<file path="config.mk">
export PLATFORM = sky130hd
export DESIGN_NAME = mrcf_rx_cfg
export DESIGN_NICKNAME = d
export VERILOG_FILES = /design/src/shared/mrcf_pkg.sv /design/src/design/mrcf_rx_cfg.sv
export VERILOG_INCLUDE_DIRS = /design/src /design/src/shared
export SDC_FILE = /design/constraint.sdc
export NUM_CORES = 1
export LEC_CHECK = 0
export BUFFER_PORTS_ARGS = -buffer_cell sky130_fd_sc_hd__buf_2
export CORE_MARGIN = 2
export CORE_UTILIZATION = 55
export CTS_CLUSTER_DIAMETER = 50
export DETAILED_ROUTE_END_ITERATION = 10
export PLACE_DENSITY_LB_ADDON = 0.05
export RECOVER_POWER = 100
export SETUP_SLACK_MARGIN = 0.1
export SLEW_MARGIN = 20
export SYNTH_ARGS = -nofsm -noshare
export SYNTH_HDL_FRONTEND = slang
export SYNTH_SLANG_ARGS = --single-unit
</file>
<file path="constraint.sdc">
create_clock -name mclk -period 5.65 [get_ports mclk]
set_clock_uncertainty 0.1 [all_clocks]
set_input_delay 0.2825 -clock mclk [delete_from_list [all_inputs] [get_ports mclk]]
set_output_delay 0.2825 -clock mclk [all_outputs]
set_load 0.02 [all_outputs]
</file>
<file path="src/shared/mrcf_map.svh">
`ifndef MRCF_MAP_SVH
`define MRCF_MAP_SVH
`define MRCF_OFS_CFG 8'h00
`define MRCF_OFS_PLO 8'h04
`define MRCF_OFS_PHI 8'h08
`define MRCF_OFS_STAT 8'h0C
`define MRCF_CFG_MASK 32'h7FFF_47BF
`define MRCF_CFG_RST 32'h0000_0000
`define MRCF_PA_RST 48'h0000_0000_0000
`define MRCF_B_RRST 0
`define MRCF_B_EN 1
`define MRCF_B_VLAN 2
`define MRCF_B_FCS 3
`define MRCF_B_JUMBO 4
`define MRCF_B_FC 5
`define MRCF_B_PRE 7
`define MRCF_B_LTDIS 8
`define MRCF_B_CTLDIS 9
`define MRCF_B_INH 10
`define MRCF_B_MTUON 14
`define MRCF_F_MTU 30:16
`define MRCF_MAX_STD 15'h05EE
`define MRCF_MAX_VLAN 15'h05F2
`define MRCF_MIN_LEN 15'h0040
`define MRCF_CNT_MAX 15'h7FFF
`define MRCF_HDR_STD 16'h0012
`define MRCF_HDR_VLAN 16'h0016
`define MRCF_LEN_MAX 16'h05DC
`define MRCF_MIN_PAY 16'h002E
`define MRCF_T_VLAN 16'h8100
`define MRCF_T_CTL 16'h8808
`define MRCF_OP_PAUSE 16'h0001
`define MRCF_CRC_INIT 32'hFFFF_FFFF
`define MRCF_CRC_POLY 32'hEDB8_8320
`define MRCF_CRC_RES 32'hDEBB_20E3
`define MRCF_XG_IDLE 8'h07
`define MRCF_XG_SEQ 8'h9C
`define MRCF_XG_RF 8'h02
`define MRCF_XG_ZERO 8'h00
`endif

</file>
<file path="src/shared/mrcf_pkg.sv">
`default_nettype none
package mrcf_pkg;
  typedef struct packed {
    logic pre;
    logic last;
    logic [7:0] data;
  } mrcf_beat_s;
  typedef struct packed {
    logic good;
    logic fcs_err;
    logic len_err;
    logic lt_err;
    logic vlan_err;
    logic pause;
  } mrcf_res_s;
  typedef struct packed {
    logic ctl;
    logic [7:0] data;
  } mrcf_xg_s;
  typedef enum logic [2:0] {
    RX_IDLE = 3'h1,
    RX_RUN = 3'h2,
    RX_SKIP = 3'h4
  } mrcf_rx_e;
endpackage
`default_nettype wire

</file>
<file path="src/design/mrcf_rx_cfg.sv">
// Implementation choices: the placing of the registers and the AHB-Lite register port.
`timescale 1ns/1ps
`default_nettype none
`include "mrcf_map.svh"

// Summary of operation
// - A flow control frame matches if its destination is the pause address.
// - The pause address only affects flow control matching, nothing else.
// - First address byte on the wire sits in the lowest byte of the field.
// - With the size limit on, the size field is the largest frame allowed.
// - With the size limit off, the size field is ignored.
// - Unless inhibited, local fault received sends remote fault out.
// - Unless inhibited or local fault is received, remote fault received makes the output send idles.
// - When inhibited, the output always forwards the transmitter's data.
// - With the check disabled, long control frames are not marked bad.
// - Length/type field check runs when its disable bit is clear.
// - Preamble kept when the preserve bit is set, else dropped.
// - Flow control on: good pause frames raise pause_hit; off: they are not flagged.
// - With the size limit off, jumbo off limits frames to the legal maximum; on means no limit.
// - In-band bit set passes the check sequence on; clear strips it.
// - The check sequence is verified on every frame.
// - Tagged frames are accepted when the tag enable bit is set.
// - The receiver takes a frame only if its enable bit is set at the frame's first beat.
// - The receiver reset bit holds the receiver in reset.
// - Status bit 1 shows remote fault being received.
// - Status bit 0 shows local fault being received.
module mrcf_rx_cfg #(
  parameter int ADDR_BITS = 8
) (
  input wire logic mclk,
  input wire logic rst_n,
  input wire logic hsel,
  input wire logic [31:0] haddr,
  input wire logic [1:0] htrans,
  input wire logic hwrite,
  input wire logic [2:0] hsize,
  input wire logic [31:0] hwdata,
  input wire logic hready,
  output logic hreadyout,
  output logic hresp,
  output logic [31:0] hrdata,
  input wire logic rx_in_valid,
  input wire mrcf_pkg::mrcf_beat_s rx_in,
  output logic rx_out_valid,
  output mrcf_pkg::mrcf_beat_s rx_out,
  output logic res_valid,
  output mrcf_pkg::mrcf_res_s res,
  output logic pause_hit,
  input wire logic fault_local_pin,
  input wire logic fault_remote_pin,
  input wire mrcf_pkg::mrcf_xg_s mac_tx,
  output mrcf_pkg::mrcf_xg_s rs_tx
);

  if (ADDR_BITS < 4 || ADDR_BITS > 32) begin : g_chk
    $error("ADDR_BITS must lie between 4 and 32");
  end

  function automatic logic [31:0] crc8(input logic [31:0] c,
                                       input logic [7:0] b);
    logic [31:0] r;
    r = c ^ {24'h00_0000, b};
    for (int i = 0; i < 8; i++) begin
      r = r[0] ? ((r >> 1) ^ `MRCF_CRC_POLY) : (r >> 1);
    end
    return r;
  endfunction

  logic [31:0] cfg_q, cfg_d;
  logic [47:0] pa_q, pa_d;
  logic [ADDR_BITS-1:0] ad_q, ad_d;
  logic wr_q, wr_d, rd_q, rd_d, rdok_q, rdok_d;
  logic [31:0] hrdata_q, hrdata_d;

  mrcf_pkg::mrcf_rx_e st_q, st_d;
  logic inb_q, inb_d, kpre_q, kpre_d;
  logic [14:0] cnt_q, cnt_d;
  logic [31:0] crc_q, crc_d;
  logic [47:0] da_q, da_d;
  logic [15:0] ty_q, ty_d, op_q, op_d, it_q, it_d;
  logic [3:0][7:0] pipe_q, pipe_d;
  logic [2:0] fill_q, fill_d;
  logic out_v_q, out_v_d, res_v_q, res_v_d, ph_q, ph_d;
  mrcf_pkg::mrcf_beat_s out_q, out_d;
  mrcf_pkg::mrcf_res_s res_q, res_d;

  logic [2:0] lf_s_q, lf_s_d, rf_s_q, rf_s_d;
  logic lf_q, lf_d, rf_q, rf_d;
  logic [1:0] lane_q, lane_d;
  mrcf_pkg::mrcf_xg_s rs_q, rs_d;

  // Reads take one wait state so that a write just ahead is always seen.
  assign hreadyout = !(rd_q && !rdok_q);
  assign hresp = 1'b0;
  assign hrdata = hrdata_q;

  always_comb begin
    cfg_d = cfg_q;
    pa_d = pa_q;
    ad_d = ad_q;
    wr_d = 1'b0;
    rd_d = rd_q;
    rdok_d = 1'b0;
    hrdata_d = hrdata_q;
    if (wr_q) begin
      case (ad_q)
        ADDR_BITS'(`MRCF_OFS_CFG): cfg_d = hwdata & `MRCF_CFG_MASK;
        ADDR_BITS'(`MRCF_OFS_PLO): pa_d[31:0] = hwdata;
        ADDR_BITS'(`MRCF_OFS_PHI): pa_d[47:32] = hwdata[15:0];
        default: ;
      endcase
    end
    if (rd_q && !rdok_q) begin
      rdok_d = 1'b1;
      case (ad_q)
        ADDR_BITS'(`MRCF_OFS_CFG): hrdata_d = cfg_q;
        ADDR_BITS'(`MRCF_OFS_PLO): hrdata_d = pa_q[31:0];
        ADDR_BITS'(`MRCF_OFS_PHI): hrdata_d = {16'h0000, pa_q[47:32]};
        ADDR_BITS'(`MRCF_OFS_STAT):
          hrdata_d = {24'h00_0000, res_q, rf_q, lf_q};
        default: hrdata_d = 32'h0000_0000;
      endcase
    end
    if (rdok_q) begin
      rd_d = 1'b0;
    end
    if (hsel && htrans[1] && hready) begin
      ad_d = haddr[ADDR_BITS-1:0];
      wr_d = hwrite;
      rd_d = !hwrite;
    end
  end

  always_ff @(posedge mclk or negedge rst_n) begin
    if (!rst_n) begin
      cfg_q <= `MRCF_CFG_RST;
      pa_q <= `MRCF_PA_RST;
      ad_q <= '0;
      wr_q <= 1'b0;
      rd_q <= 1'b0;
      rdok_q <= 1'b0;
      hrdata_q <= 32'h0000_0000;
    end else begin
      cfg_q <= cfg_d;
      pa_q <= pa_d;
      ad_q <= ad_d;
      wr_q <= wr_d;
      rd_q <= rd_d;
      rdok_q <= rdok_d;
      hrdata_q <= hrdata_d;
    end
  end

  // The in-band and preamble bits are caught at the first beat so a frame never changes form.
  always_comb begin
    logic run, inb, kp, tg, ctl, over;
    logic [14:0] c, c2, mx;
    logic [31:0] k, k2;
    logic [2:0] f;
    logic [15:0] lt, pay;
    mrcf_pkg::mrcf_res_s r;
    run = 1'b0;
    inb = inb_q;
    kp = kpre_q;
    tg = 1'b0;
    ctl = 1'b0;
    over = 1'b0;
    c = cnt_q;
    c2 = cnt_q;
    mx = `MRCF_MAX_STD;
    k = crc_q;
    k2 = crc_q;
    f = fill_q;
    lt = 16'h0000;
    pay = 16'h0000;
    r = res_q;
    st_d = st_q;
    inb_d = inb_q;
    kpre_d = kpre_q;
    cnt_d = cnt_q;
    crc_d = crc_q;
    da_d = da_q;
    ty_d = ty_q;
    op_d = op_q;
    it_d = it_q;
    pipe_d = pipe_q;
    fill_d = fill_q;
    out_v_d = 1'b0;
    out_d = out_q;
    res_v_d = 1'b0;
    res_d = res_q;
    ph_d = 1'b0;
    if (cfg_q[`MRCF_B_RRST]) begin
      st_d = mrcf_pkg::RX_IDLE;
      cnt_d = 15'h0000;
      crc_d = `MRCF_CRC_INIT;
      fill_d = 3'h0;
    end else if (rx_in_valid) begin
      if (st_q == mrcf_pkg::RX_IDLE) begin
        inb = cfg_q[`MRCF_B_FCS];
        kp = cfg_q[`MRCF_B_PRE];
        c = 15'h0000;
        k = `MRCF_CRC_INIT;
        f = 3'h0;
        inb_d = inb;
        kpre_d = kp;
        // A leading preamble beat must not carry the last frame's count on.
        cnt_d = c;
        crc_d = k;
        fill_d = f;
        run = cfg_q[`MRCF_B_EN];
        st_d = run ? mrcf_pkg::RX_RUN : mrcf_pkg::RX_SKIP;
      end else begin
        run = (st_q == mrcf_pkg::RX_RUN);
      end
      if (run && rx_in.pre) begin
        out_v_d = kp;
        out_d = rx_in;
      end else if (run) begin
        k2 = crc8(k, rx_in.data);
        c2 = (c == `MRCF_CNT_MAX) ? c : c + 15'h0001;
        if (c < 15'h0006) begin
          da_d[{c[2:0], 3'h0} +: 8] = rx_in.data;
        end
        case (c)
          15'h000C: ty_d[15:8] = rx_in.data;
          15'h000D: ty_d[7:0] = rx_in.data;
          15'h000E: op_d[15:8] = rx_in.data;
          15'h000F: op_d[7:0] = rx_in.data;
          15'h0010: it_d[15:8] = rx_in.data;
          15'h0011: it_d[7:0] = rx_in.data;
          default: ;
        endcase
        if (inb) begin
          out_v_d = 1'b1;
          out_d = rx_in;
        end else begin
          // Four bytes are held back so the sequence can be dropped.
          out_v_d = (f == 3'h4);
          out_d = '{pre: 1'b0, last: rx_in.last, data: pipe_q[3]};
          pipe_d = {pipe_q[2:0], rx_in.data};
          fill_d = (f == 3'h4) ? f : f + 3'h1;
        end
        cnt_d = c2;
        crc_d = k2;
        if (rx_in.last) begin
          tg = (ty_d == `MRCF_T_VLAN);
          ctl = (ty_d == `MRCF_T_CTL);
          lt = tg ? it_d : ty_d;
          pay = {1'b0, c2} - (tg ? `MRCF_HDR_VLAN : `MRCF_HDR_STD);
          mx = (tg && cfg_q[`MRCF_B_VLAN]) ? `MRCF_MAX_VLAN : `MRCF_MAX_STD;
          if (cfg_q[`MRCF_B_MTUON]) begin
            over = c2 > cfg_q[`MRCF_F_MTU];
          end else begin
            over = !cfg_q[`MRCF_B_JUMBO] && c2 > mx;
          end
          r.len_err = over || c2 < `MRCF_MIN_LEN ||
                      (ctl && !cfg_q[`MRCF_B_CTLDIS] && c2 > `MRCF_MIN_LEN);
          r.lt_err = !cfg_q[`MRCF_B_LTDIS] && lt <= `MRCF_LEN_MAX &&
                     !(lt == pay || (lt < `MRCF_MIN_PAY &&
                       pay == `MRCF_MIN_PAY));
          r.vlan_err = tg && !cfg_q[`MRCF_B_VLAN];
          r.fcs_err = (k2 != `MRCF_CRC_RES);
          // Only flow control frames ever look at the pause address.
          r.pause = cfg_q[`MRCF_B_FC] && ctl && op_d == `MRCF_OP_PAUSE &&
                    da_d == pa_q;
          r.good = !(r.len_err || r.lt_err || r.vlan_err || r.fcs_err);
          res_d = r;
          res_v_d = 1'b1;
          ph_d = r.pause && r.good;
        end
      end
      if (rx_in.last) begin
        st_d = mrcf_pkg::RX_IDLE;
        fill_d = 3'h0;
      end
    end
  end

  always_ff @(posedge mclk or negedge rst_n) begin
    if (!rst_n) begin
      st_q <= mrcf_pkg::RX_IDLE;
      inb_q <= 1'b0;
      kpre_q <= 1'b0;
      cnt_q <= 15'h0000;
      crc_q <= `MRCF_CRC_INIT;
      da_q <= 48'h0000_0000_0000;
      ty_q <= 16'h0000;
      op_q <= 16'h0000;
      it_q <= 16'h0000;
      pipe_q <= '0;
      fill_q <= 3'h0;
      out_v_q <= 1'b0;
      out_q <= '0;
      res_v_q <= 1'b0;
      res_q <= '0;
      ph_q <= 1'b0;
    end else begin
      st_q <= st_d;
      inb_q <= inb_d;
      kpre_q <= kpre_d;
      cnt_q <= cnt_d;
      crc_q <= crc_d;
      da_q <= da_d;
      ty_q <= ty_d;
      op_q <= op_d;
      it_q <= it_d;
      pipe_q <= pipe_d;
      fill_q <= fill_d;
      out_v_q <= out_v_d;
      out_q <= out_d;
      res_v_q <= res_v_d;
      res_q <= res_d;
      ph_q <= ph_d;
    end
  end

  assign rx_out_valid = out_v_q;
  assign rx_out = out_q;
  assign res_valid = res_v_q;
  assign res = res_q;
  assign pause_hit = ph_q;
  assign rs_tx = rs_q;

  // A fault level is taken only once the last two stages agree.
  always_comb begin
    lf_s_d = {lf_s_q[1:0], fault_local_pin};
    rf_s_d = {rf_s_q[1:0], fault_remote_pin};
    lf_d = (lf_s_q[1] == lf_s_q[2]) ? lf_s_q[2] : lf_q;
    rf_d = (rf_s_q[1] == rf_s_q[2]) ? rf_s_q[2] : rf_q;
    lane_d = lane_q + 2'h1;
    rs_d = mac_tx;
    if (cfg_q[`MRCF_B_INH]) begin
      rs_d = mac_tx;
    end else if (lf_q) begin
      case (lane_q)
        2'h0: rs_d = '{ctl: 1'b1, data: `MRCF_XG_SEQ};
        2'h3: rs_d = '{ctl: 1'b0, data: `MRCF_XG_RF};
        default: rs_d = '{ctl: 1'b0, data: `MRCF_XG_ZERO};
      endcase
    end else if (rf_q) begin
      rs_d = '{ctl: 1'b1, data: `MRCF_XG_IDLE};
    end
  end

  always_ff @(posedge mclk or negedge rst_n) begin
    if (!rst_n) begin
      lf_s_q <= 3'h0;
      rf_s_q <= 3'h0;
      lf_q <= 1'b0;
      rf_q <= 1'b0;
      lane_q <= 2'h0;
      rs_q <= '0;
    end else begin
      lf_s_q <= lf_s_d;
      rf_s_q <= rf_s_d;
      lf_q <= lf_d;
      rf_q <= rf_d;
      lane_q <= lane_d;
      rs_q <= rs_d;
    end
  end

  property p_inhibit;
    @(posedge mclk) disable iff (!rst_n)
    cfg_q[`MRCF_B_INH] |=> rs_tx == $past(mac_tx);
  endproperty
  a_inhibit: assert property (p_inhibit)
    else $error("Inhibited output did not forward transmitter data.");

  property p_rf_send;
    @(posedge mclk) disable iff (!rst_n)
    (!cfg_q[`MRCF_B_INH] && lf_q && lane_q == 2'h0)
      |=> (rs_tx.ctl && rs_tx.data == `MRCF_XG_SEQ) ##3
          (rs_tx.data == `MRCF_XG_RF || !$past(lf_q) ||
           $past(cfg_q[`MRCF_B_INH]));
  endproperty
  a_rf_send: assert property (p_rf_send)
    else $error("Remote fault ordered set not sent on local fault.");

  property p_idle_send;
    @(posedge mclk) disable iff (!rst_n)
    (!cfg_q[`MRCF_B_INH] && !lf_q && rf_q)
      |=> rs_tx.ctl && rs_tx.data == `MRCF_XG_IDLE;
  endproperty
  a_idle_send: assert property (p_idle_send)
    else $error("Idle not sent while remote fault received.");

  property p_lf_stat;
    @(posedge mclk) disable iff (!rst_n)
    $rose(fault_local_pin) ##1 fault_local_pin [*3] |=> lf_q;
  endproperty
  a_lf_stat: assert property (p_lf_stat)
    else $error("Local fault status missed a steady fault.");

  property p_rf_stat;
    @(posedge mclk) disable iff (!rst_n)
    $fell(fault_remote_pin) ##1 !fault_remote_pin [*3] |=> !rf_q;
  endproperty
  a_rf_stat: assert property (p_rf_stat)
    else $error("Remote fault status did not clear.");

  property p_disabled;
    @(posedge mclk) disable iff (!rst_n)
    (st_q == mrcf_pkg::RX_SKIP) |=> !rx_out_valid && !res_valid;
  endproperty
  a_disabled: assert property (p_disabled)
    else $error("Disabled receiver produced output.");

  property p_soft_rst;
    @(posedge mclk) disable iff (!rst_n)
    cfg_q[`MRCF_B_RRST] |=> !rx_out_valid && !res_valid &&
                             st_q == mrcf_pkg::RX_IDLE;
  endproperty
  a_soft_rst: assert property (p_soft_rst)
    else $error("Receiver active while held in reset.");

  property p_pre_drop;
    @(posedge mclk) disable iff (!rst_n)
    (rx_in_valid && rx_in.pre && st_q == mrcf_pkg::RX_RUN && !kpre_q &&
     !cfg_q[`MRCF_B_RRST]) |=> !rx_out_valid;
  endproperty
  a_pre_drop: assert property (p_pre_drop)
    else $error("Preamble passed while it should be dropped.");

  property p_fcs_bad;
    @(posedge mclk) disable iff (!rst_n)
    res_valid && res.fcs_err |-> !res.good && !pause_hit;
  endproperty
  a_fcs_bad: assert property (p_fcs_bad)
    else $error("Frame with bad check sequence reported good.");

  property p_pause_gate;
    @(posedge mclk) disable iff (!rst_n)
    pause_hit |-> $past(cfg_q[`MRCF_B_FC]) && res.pause;
  endproperty
  a_pause_gate: assert property (p_pause_gate)
    else $error("Pause taken with flow control off.");

  property p_reserved;
    @(posedge mclk) disable iff (!rst_n)
    wr_q ##1 1'b1 |-> (cfg_q & ~`MRCF_CFG_MASK) == 32'h0000_0000;
  endproperty
  a_reserved: assert property (p_reserved)
    else $error("Reserved configuration bit stored.");

endmodule
`default_nettype wire

</file>
== After elaboration in Yosys (flattened, before gate mapping) ==
Index checks and enable logic that the tools add are counted.

* Magnitude comparators: 7
* Muxes and demuxes: 117
* $add $sub $neg: 5
* Reductions and logical operators: 46
* Shift operators: 2
* Equality and inequality tests: 23
* Bitwise logic cells: 12

{| class="wikitable"
|+ Operator list
! kind !! count
|-
| 32-bit 2-to-1 mux || 15
|-
| 48-bit 2-to-1 mux || 5
|-
| 8-bit 2-to-1 mux || 30
|-
| 32-bit one-hot mux with 4 select lines || 1
|-
| 15-bit 2-to-1 mux || 8
|-
| 13-bit NOT with 14-bit output || 8
|-
| 15-bit by 4-bit equality test with 1-bit output (second input constant) || 4
|-
| 48-bit bitwise mux || 1
|-
| 48-bit equality test || 1
|-
| 3-bit 2-to-1 mux || 16
|-
| 8-bit by 8-bit variable shift with 48-bit output (first input constant) || 1
|-
| 8-bit by 8-bit variable part select with 48-bit output || 1
|-
| 16-bit equality test (second input constant) || 2
|-
| 1-bit 2-to-1 mux || 32
|-
| 32-bit != test (second input constant) || 1
|-
| 32-bit by 8-bit XOR with 32-bit output || 1
|-
| 15-bit by 5-bit equality test with 1-bit output (second input constant) || 2
|-
| 10-bit 2-to-1 mux || 3
|-
| 9-bit 2-to-1 mux || 3
|-
| 9-bit one-hot mux with 2 select lines || 1
|-
| 16-bit by 1-bit equality test with 1-bit output (second input constant) || 1
|-
| 16-bit equality test || 1
|-
| 16-bit by 6-bit equality test with 1-bit output (second input constant) || 1
|-
| 8-bit by 4-bit equality test with 1-bit output (second input constant) || 2
|-
| other kinds (33) || 71
|}

* Output and inout bits: 62
* Register bits after elaboration: 338
* Input bits: 96

== Logic depth before layout (Yosys ltp) ==
* Word-level depth: 33
* Gate-level depth with buffers: 26

== Least setup slack after synthesis ==
No wires, ideal clock.

* Kind: register to register
* From: reg st_q[0]
* To: reg res_q, in the netlist res[2]
* Required time: 5,432 ps
* Buffers on the path: 3
* Period minus slack after synthesis: 6,098 ps
* Cell stages (with the launch flop): 24
* Setup slack: -448 ps
* Data arrival time: 5,880 ps
* Path through: dfstp_2 -> or3b_1 -> buf_2 -> clkbuf_1 -> nand2_1 -> inv_1 -> ha_1 -> clkbuf_1 -> o21ai_0 -> o2111ai_1 -> nor4b_1 -> nor2_1 -> nor4_4 -> clkinv_1 -> fa_1 -> nor3_1 -> a211oi_1 -> or3_1 -> mux2_2 -> o32ai_1 -> or3b_2 -> o311ai_0 -> a41oi_1 -> a21o_1

* Longest elaborated chain between the ends: 18
* Elaborated cells on any way between the ends: 51
* Those cells by class: 2 x add/sub; 2 x order compare; 10 x eq/ne; 29 x mux; 1 x bitwise; 7 x reduce/logical

{| class="wikitable"
|+ Ends and longest elaborated chain
! item !! line !! text
|-
| from (decl) || mrcf_rx_cfg.sv:75 || <nowiki>mrcf_pkg::mrcf_rx_e st_q, st_d;</nowiki>
|-
| from (signal assigned) || mrcf_rx_cfg.sv:282 || <nowiki>st_q <= mrcf_pkg::RX_IDLE;</nowiki>
|-
| from (signal assigned) || mrcf_rx_cfg.sv:299 || <nowiki>st_q <= st_d;</nowiki>
|-
| 3-bit by 1-bit equality test with 1-bit output || mrcf_rx_cfg.sv:199 || <nowiki>if (st_q == mrcf_pkg::RX_IDLE) begin</nowiki>
|-
| 15-bit 2-to-1 mux || mrcf_rx_cfg.sv:199 ||
|-
| 15-bit 2-to-1 mux || mrcf_rx_cfg.sv:198 || <nowiki>end else if (rx_in_valid) begin</nowiki>
|-
| 15-bit 2-to-1 mux || mrcf_rx_cfg.sv:193 || <nowiki>if (cfg_q[`MRCF_B_RRST]) begin</nowiki>
|-
| 15-bit by 4-bit equality test with 1-bit output || mrcf_rx_cfg.sv:225 || <nowiki>case (c)</nowiki>
|-
| 8-bit 2-to-1 mux || mrcf_rx_cfg.sv:225 ||
|-
| 8-bit 2-to-1 mux || mrcf_rx_cfg.sv:219 || <nowiki>end else if (run) begin</nowiki>
|-
| 8-bit 2-to-1 mux || mrcf_rx_cfg.sv:216 || <nowiki>if (run && rx_in.pre) begin</nowiki>
|-
| [2 not listed] || -- ||
|-
| 16-bit equality test (no source line) || -- ||
|-
| 3-bit 2-to-1 mux (no source line) || -- ||
|-
| 15-bit by 5-bit subtractor with 16-bit output || mrcf_rx_cfg.sv:250 || <nowiki>pay = {1'b0, c2} - (tg ? `MRCF_HDR_VLAN : `MRCF_HDR_STD);</nowiki>
|-
| 16-bit by 6-bit equality test with 1-bit output (no source line) || -- ||
|-
| 1-bit logical AND (no source line) || -- ||
|-
| 1-bit logical OR || mrcf_rx_cfg.sv:260 || <nowiki>!(lt == pay || (lt < `MRCF_MIN_PAY &&</nowiki>
|-
| 1-bit logical NOT || mrcf_rx_cfg.sv:260 ||
|-
| 1-bit logical AND || mrcf_rx_cfg.sv:259 || <nowiki>r.lt_err = !cfg_q[`MRCF_B_LTDIS] && lt <= `MRCF_LEN_MAX &&</nowiki>
|-
| to (signal assigned) || mrcf_rx_cfg.sv:313 || <nowiki>res_q <= res_d;</nowiki>
|-
| to (decl) || mrcf_rx_cfg.sv:85 || <nowiki>mrcf_pkg::mrcf_res_s res_q, res_d;</nowiki>
|}

Several ways; a longest one is shown, not always the timed one. The select of a mux whose other input is x is not followed.
A chain may end at the register's enable or synchronous reset.

== Worst setup path after layout ==
Ends and elaborated chain as after synthesis.

==> results.json <==
{
  "antenna_found_initial": 1,
  "timing.slew.headroom_pct": -178,
  "start_util_pct": 55.6,
  "pin_count": 158,
  "num_vias": 15700,
  "place_hpwl_mm": 39.2,
  "routed_wirelength_mm": 57.0,
  "grt_pass1_vias": 15400,
  "cts_tree": "built",
  "fmax_ghz": 0.181,
  "synthXorXnorAreaFrac_pct": 7.98,
  "synthMuxAreaShare_pct": 13.1,
  "hold-path-endpoint": "fill_q[1]",
  "synth_warnings": 0,
  "wl_per_cell_um": 21.5,
  "synth_edf_count": 0,
  "gp_congestion": 0.950,
  "rsz0062_at_grt": "true",
  "worst_pin_slew_ps": 4170,
  "dpl_cell_area_um2": 20600,
  "grt_max_degree": 128,
  "drc": 0,
  "postRouteAntennaNets": 0,
  "ys_top_cells_by_area": "dfrtp_1, mux2_2, xnor2_1",
  "fin_area_um2": 22600,
  "io_buffers": 128,
  "fin_crit_sh_pct": 97.6,
  "area_growth_pct": 18.1,
  "total_power_mw": 6.95,
  "die_x_um": 191,
  "synth_area_um2": 19200,
  "power.density_nw_per_um2": 307,
  "synth_top_family_by_area": "simple AND/OR/NAND/NOR gates",
  "die_area_um2": 36400,
  "path_class": "reg2reg",
  "crit_arrival_ps": 5860,
  "grt_overflow": 0,
  "start_kind": "flop",
  "reg2reg_from": "st_q[0]",
  "reg2reg_slack_ps": 140,
  "p_leak_nw": 9.79,
  "syn_nets": 2109,
  "synth_seq_cells": 338,
  "drive_gt1_share_pct": 21.0,
  "fillers": 2826,
  "synth_top_area_share_pct": 39.8,
  "ir_drop_uv": 368,
  "setup_viol": 0,
  "synth-seq-area-share_pct": 44.3,
  "grt_pass1_wl_mm": 88.2,
  "synth_compound_area_share_pct": 13.0,
  "synthDistinctLibCells": 85,
  "clk-insertion-delay-late_ps": 560,
  "r2r_cells": 20,
  "worstHoldStart": "rx_in_valid",
  "cp_num_buf_inv": 3,
  "violations": "capacitance limit, slew limit",
  "final_hold_viol_count": 0,
  "syn_avg_cell_area_um2": 9.67,
  "cts_buffer_depth": 3,
  "cp_max_fo": 7,
  "rows": 68,
  "cts_made_buffers": 41,
  "cp-end-kind": "flop",
  "nets": 2299,
  "synthFlopType": "dfrtp_1",
  "core_um2": 34500,
  "cts.sinks": 338,
  "die_y_um": 191,
  "yosys.area_share.adder_pct": 2.17,
  "synth_top_cell_by_area": "dfrtp_1",
  "cpLargestDelayFamily": "simple AND/OR/NAND/NOR gates",
  "critPathMaxStageDelay_ps": 550,
  "track_usage_pct": 31.6,
  "required_ps": 6000,
  "min_period_ps": 5510,
  "max_cap_viol_count": 6,
  "tns_ps": 0,
  "drt_iter0_markers": 1180,
  "vias_per_cell": 5.92,
  "hold_path_depth": 4,
  "path_depth": 20,
  "h-tree-depth": 2,
  "synth_simple_gate_area_share_pct": 16.0,
  "postSynth.asyncResetShare_pct": 100,
  "regToRegEndpoint": "res[2]",
  "status": "finished with violations",
  "clkTransAtPathRegs_ps": 60,
  "root_buffer": "clkbuf_16",
  "hp-class": "in2reg",
  "cp_cell_sequence": "or3b_4 > nand2_4 > buf_4 > ha_4 > buf_4 > nand3_1 > nor3_1 > nor2_1 > nor4_4 > clkinv_2 > fa_2 > nor3_4 > a211oi_4 > or3_4 > mux2_2 > o32ai_2 > or3b_4 > o311ai_4 > a41oi_4 > a21o_1",
  "dr.pass1.iters": 5,
  "slew_violations": 265,
  "synthCells": 1982,
  "critPathSlowestCell": "dfstp_2"
}
==> worst max path at each step <==
stage,from,to,slack [ps]
6_report,st_q[0],res[2],140
5_1_grt,st_q[0],res[2],-40
4_1_cts,st_q[0],res[2],100
3_5_place_dp,st_q[0],res[2],-80
3_3_place_gp,st_q[0],res[2],40
2_1_floorplan,st_q[0],res[2],100
==> state kept, by name, indices dropped and copies added (netlist names), 2 cells and up <==
signal	cells
da_q	48
pa_q	48
crc_q	32
hrdata	32
pipe_q	32
cfg_q	26
it_q	16
op_q	16
ty_q	16
cnt_q	15
rx_out	10
rs_tx	9
ad_q	8
res	6
fill_q	3
lf_s_q	3
rf_s_q	3
st_q	3
lane_q	2
==> layout by cell type (no fill, tap or decap), drive strengths merged, types with 26 or more instances in the layout <==
cell	netlist	final
buf	15	146
inv	48	52
nor2	167	167
nand2	254	254
mux2	161	161
dfrtp	305	305
nor4	28	28
xor2	39	39
xnor2	110	110
dlygate4sd3	0	54
a21oi	124	124
o21ai	154	154
dfstp	33	33
ha	30	30
mux2i	51	51
clkbuf	106	128
nor3	26	26
nand3	37	37
==> cell type report <==
type / instances / area (µm²) / area share [%]
diodes: 1 / 2.50 / 0.0111
inverters: 49 / 188 / 0.829
flip-flops and latches: 338 / 8500 / 37.5
clock inverters: 10 / 124 / 0.547
clock buffers: 61 / 1220 / 5.40
well taps: 455 / 569 / 2.51
repair buffers: 268 / 1780 / 7.84
multi-input cells: 1474 / 10300 / 45.3
==> through the flow <==
stage	std cells	hold WS, ps	setup WS [ps]	utilization [%]
after global placement	2521	239	36.3	59.8
after CTS	2648	65.3	103	65.5
after detailed placement	2521	241	-79.8	59.8
after global routing	2655	122	-37.0	65.7
after floorplan	1982	-113	105	-
final	2656	106	136	65.7
==> layer usage <==
layer | vias up | global-route usage (%) | share of wire, %
met5 | - | 0 | 0
met4 | 0 | 10.3 | 2.8
met3 | 93 | 5.82 | 6.7
met2 | 505 | 49.3 | 45
met1 | 7741 | 44.8 | 45
li1 | 7377 | - | -
==> where the power goes <==
| group | total [mW] | leakage, nW | internal, mW | switching, mW |
|---|---|---|---|---|
| clock | 2.63 | 0.659 | 1.59 | 1.04 |
| combinational | 1.41 | 4.83 | 0.594 | 0.812 |
| sequential | 2.92 | 4.30 | 2.69 | 0.222 |
| total | 6.95 | 9.79 | 4.88 | 2.07 |
==> worst reg2reg max path, cell delays in order, from the launching register on <==
cell	delay [ps]
dfstp_2	550
or3b_4	430
nand2_4	120
buf_4	130
ha_4	170
buf_4	160
nand3_1	120
nor3_1	260
nor2_1	180
nor4_4	410
clkinv_2	170
fa_2	460
nor3_4	230
a211oi_4	100
or3_4	410
mux2_2	290
o32ai_2	120
or3b_4	420
o311ai_4	310
a41oi_4	100
a21o_1	200
==> logic make-up after synthesis <==
group | count (synthesis)
AND/OR/NAND/NOR | 651
AO/OA/AOI/OAI | 410
adder cells (fa/ha/maj) | 33
buffers and inverters | 170
other | 1
flip-flops | 338
multiplexers | 220
XOR/XNOR | 159
==> synthesized netlist by cell type, types with 30 or more instances <==
master	count
dfrtp_1	305
nand2_1	254
nor2_1	167
mux2_2	161
o21ai_0	153
a21oi_1	124
xnor2_1	110
clkbuf_1	106
mux2i_1	51
inv_1	47
xor2_1	39
nand3_1	37
dfstp_2	33
ha_1	30
==> timing repair <==
item | CTS | global route
pin swaps | 2 | 12
endpoints found under the hold margin | 183 | 0
gates resized for setup | 6 | 22
setup endpoints to repair | 3 | 4
hold buffers | 54 | 0
buffers inserted | 2 | 8
(Power assumes the default switching activity.)
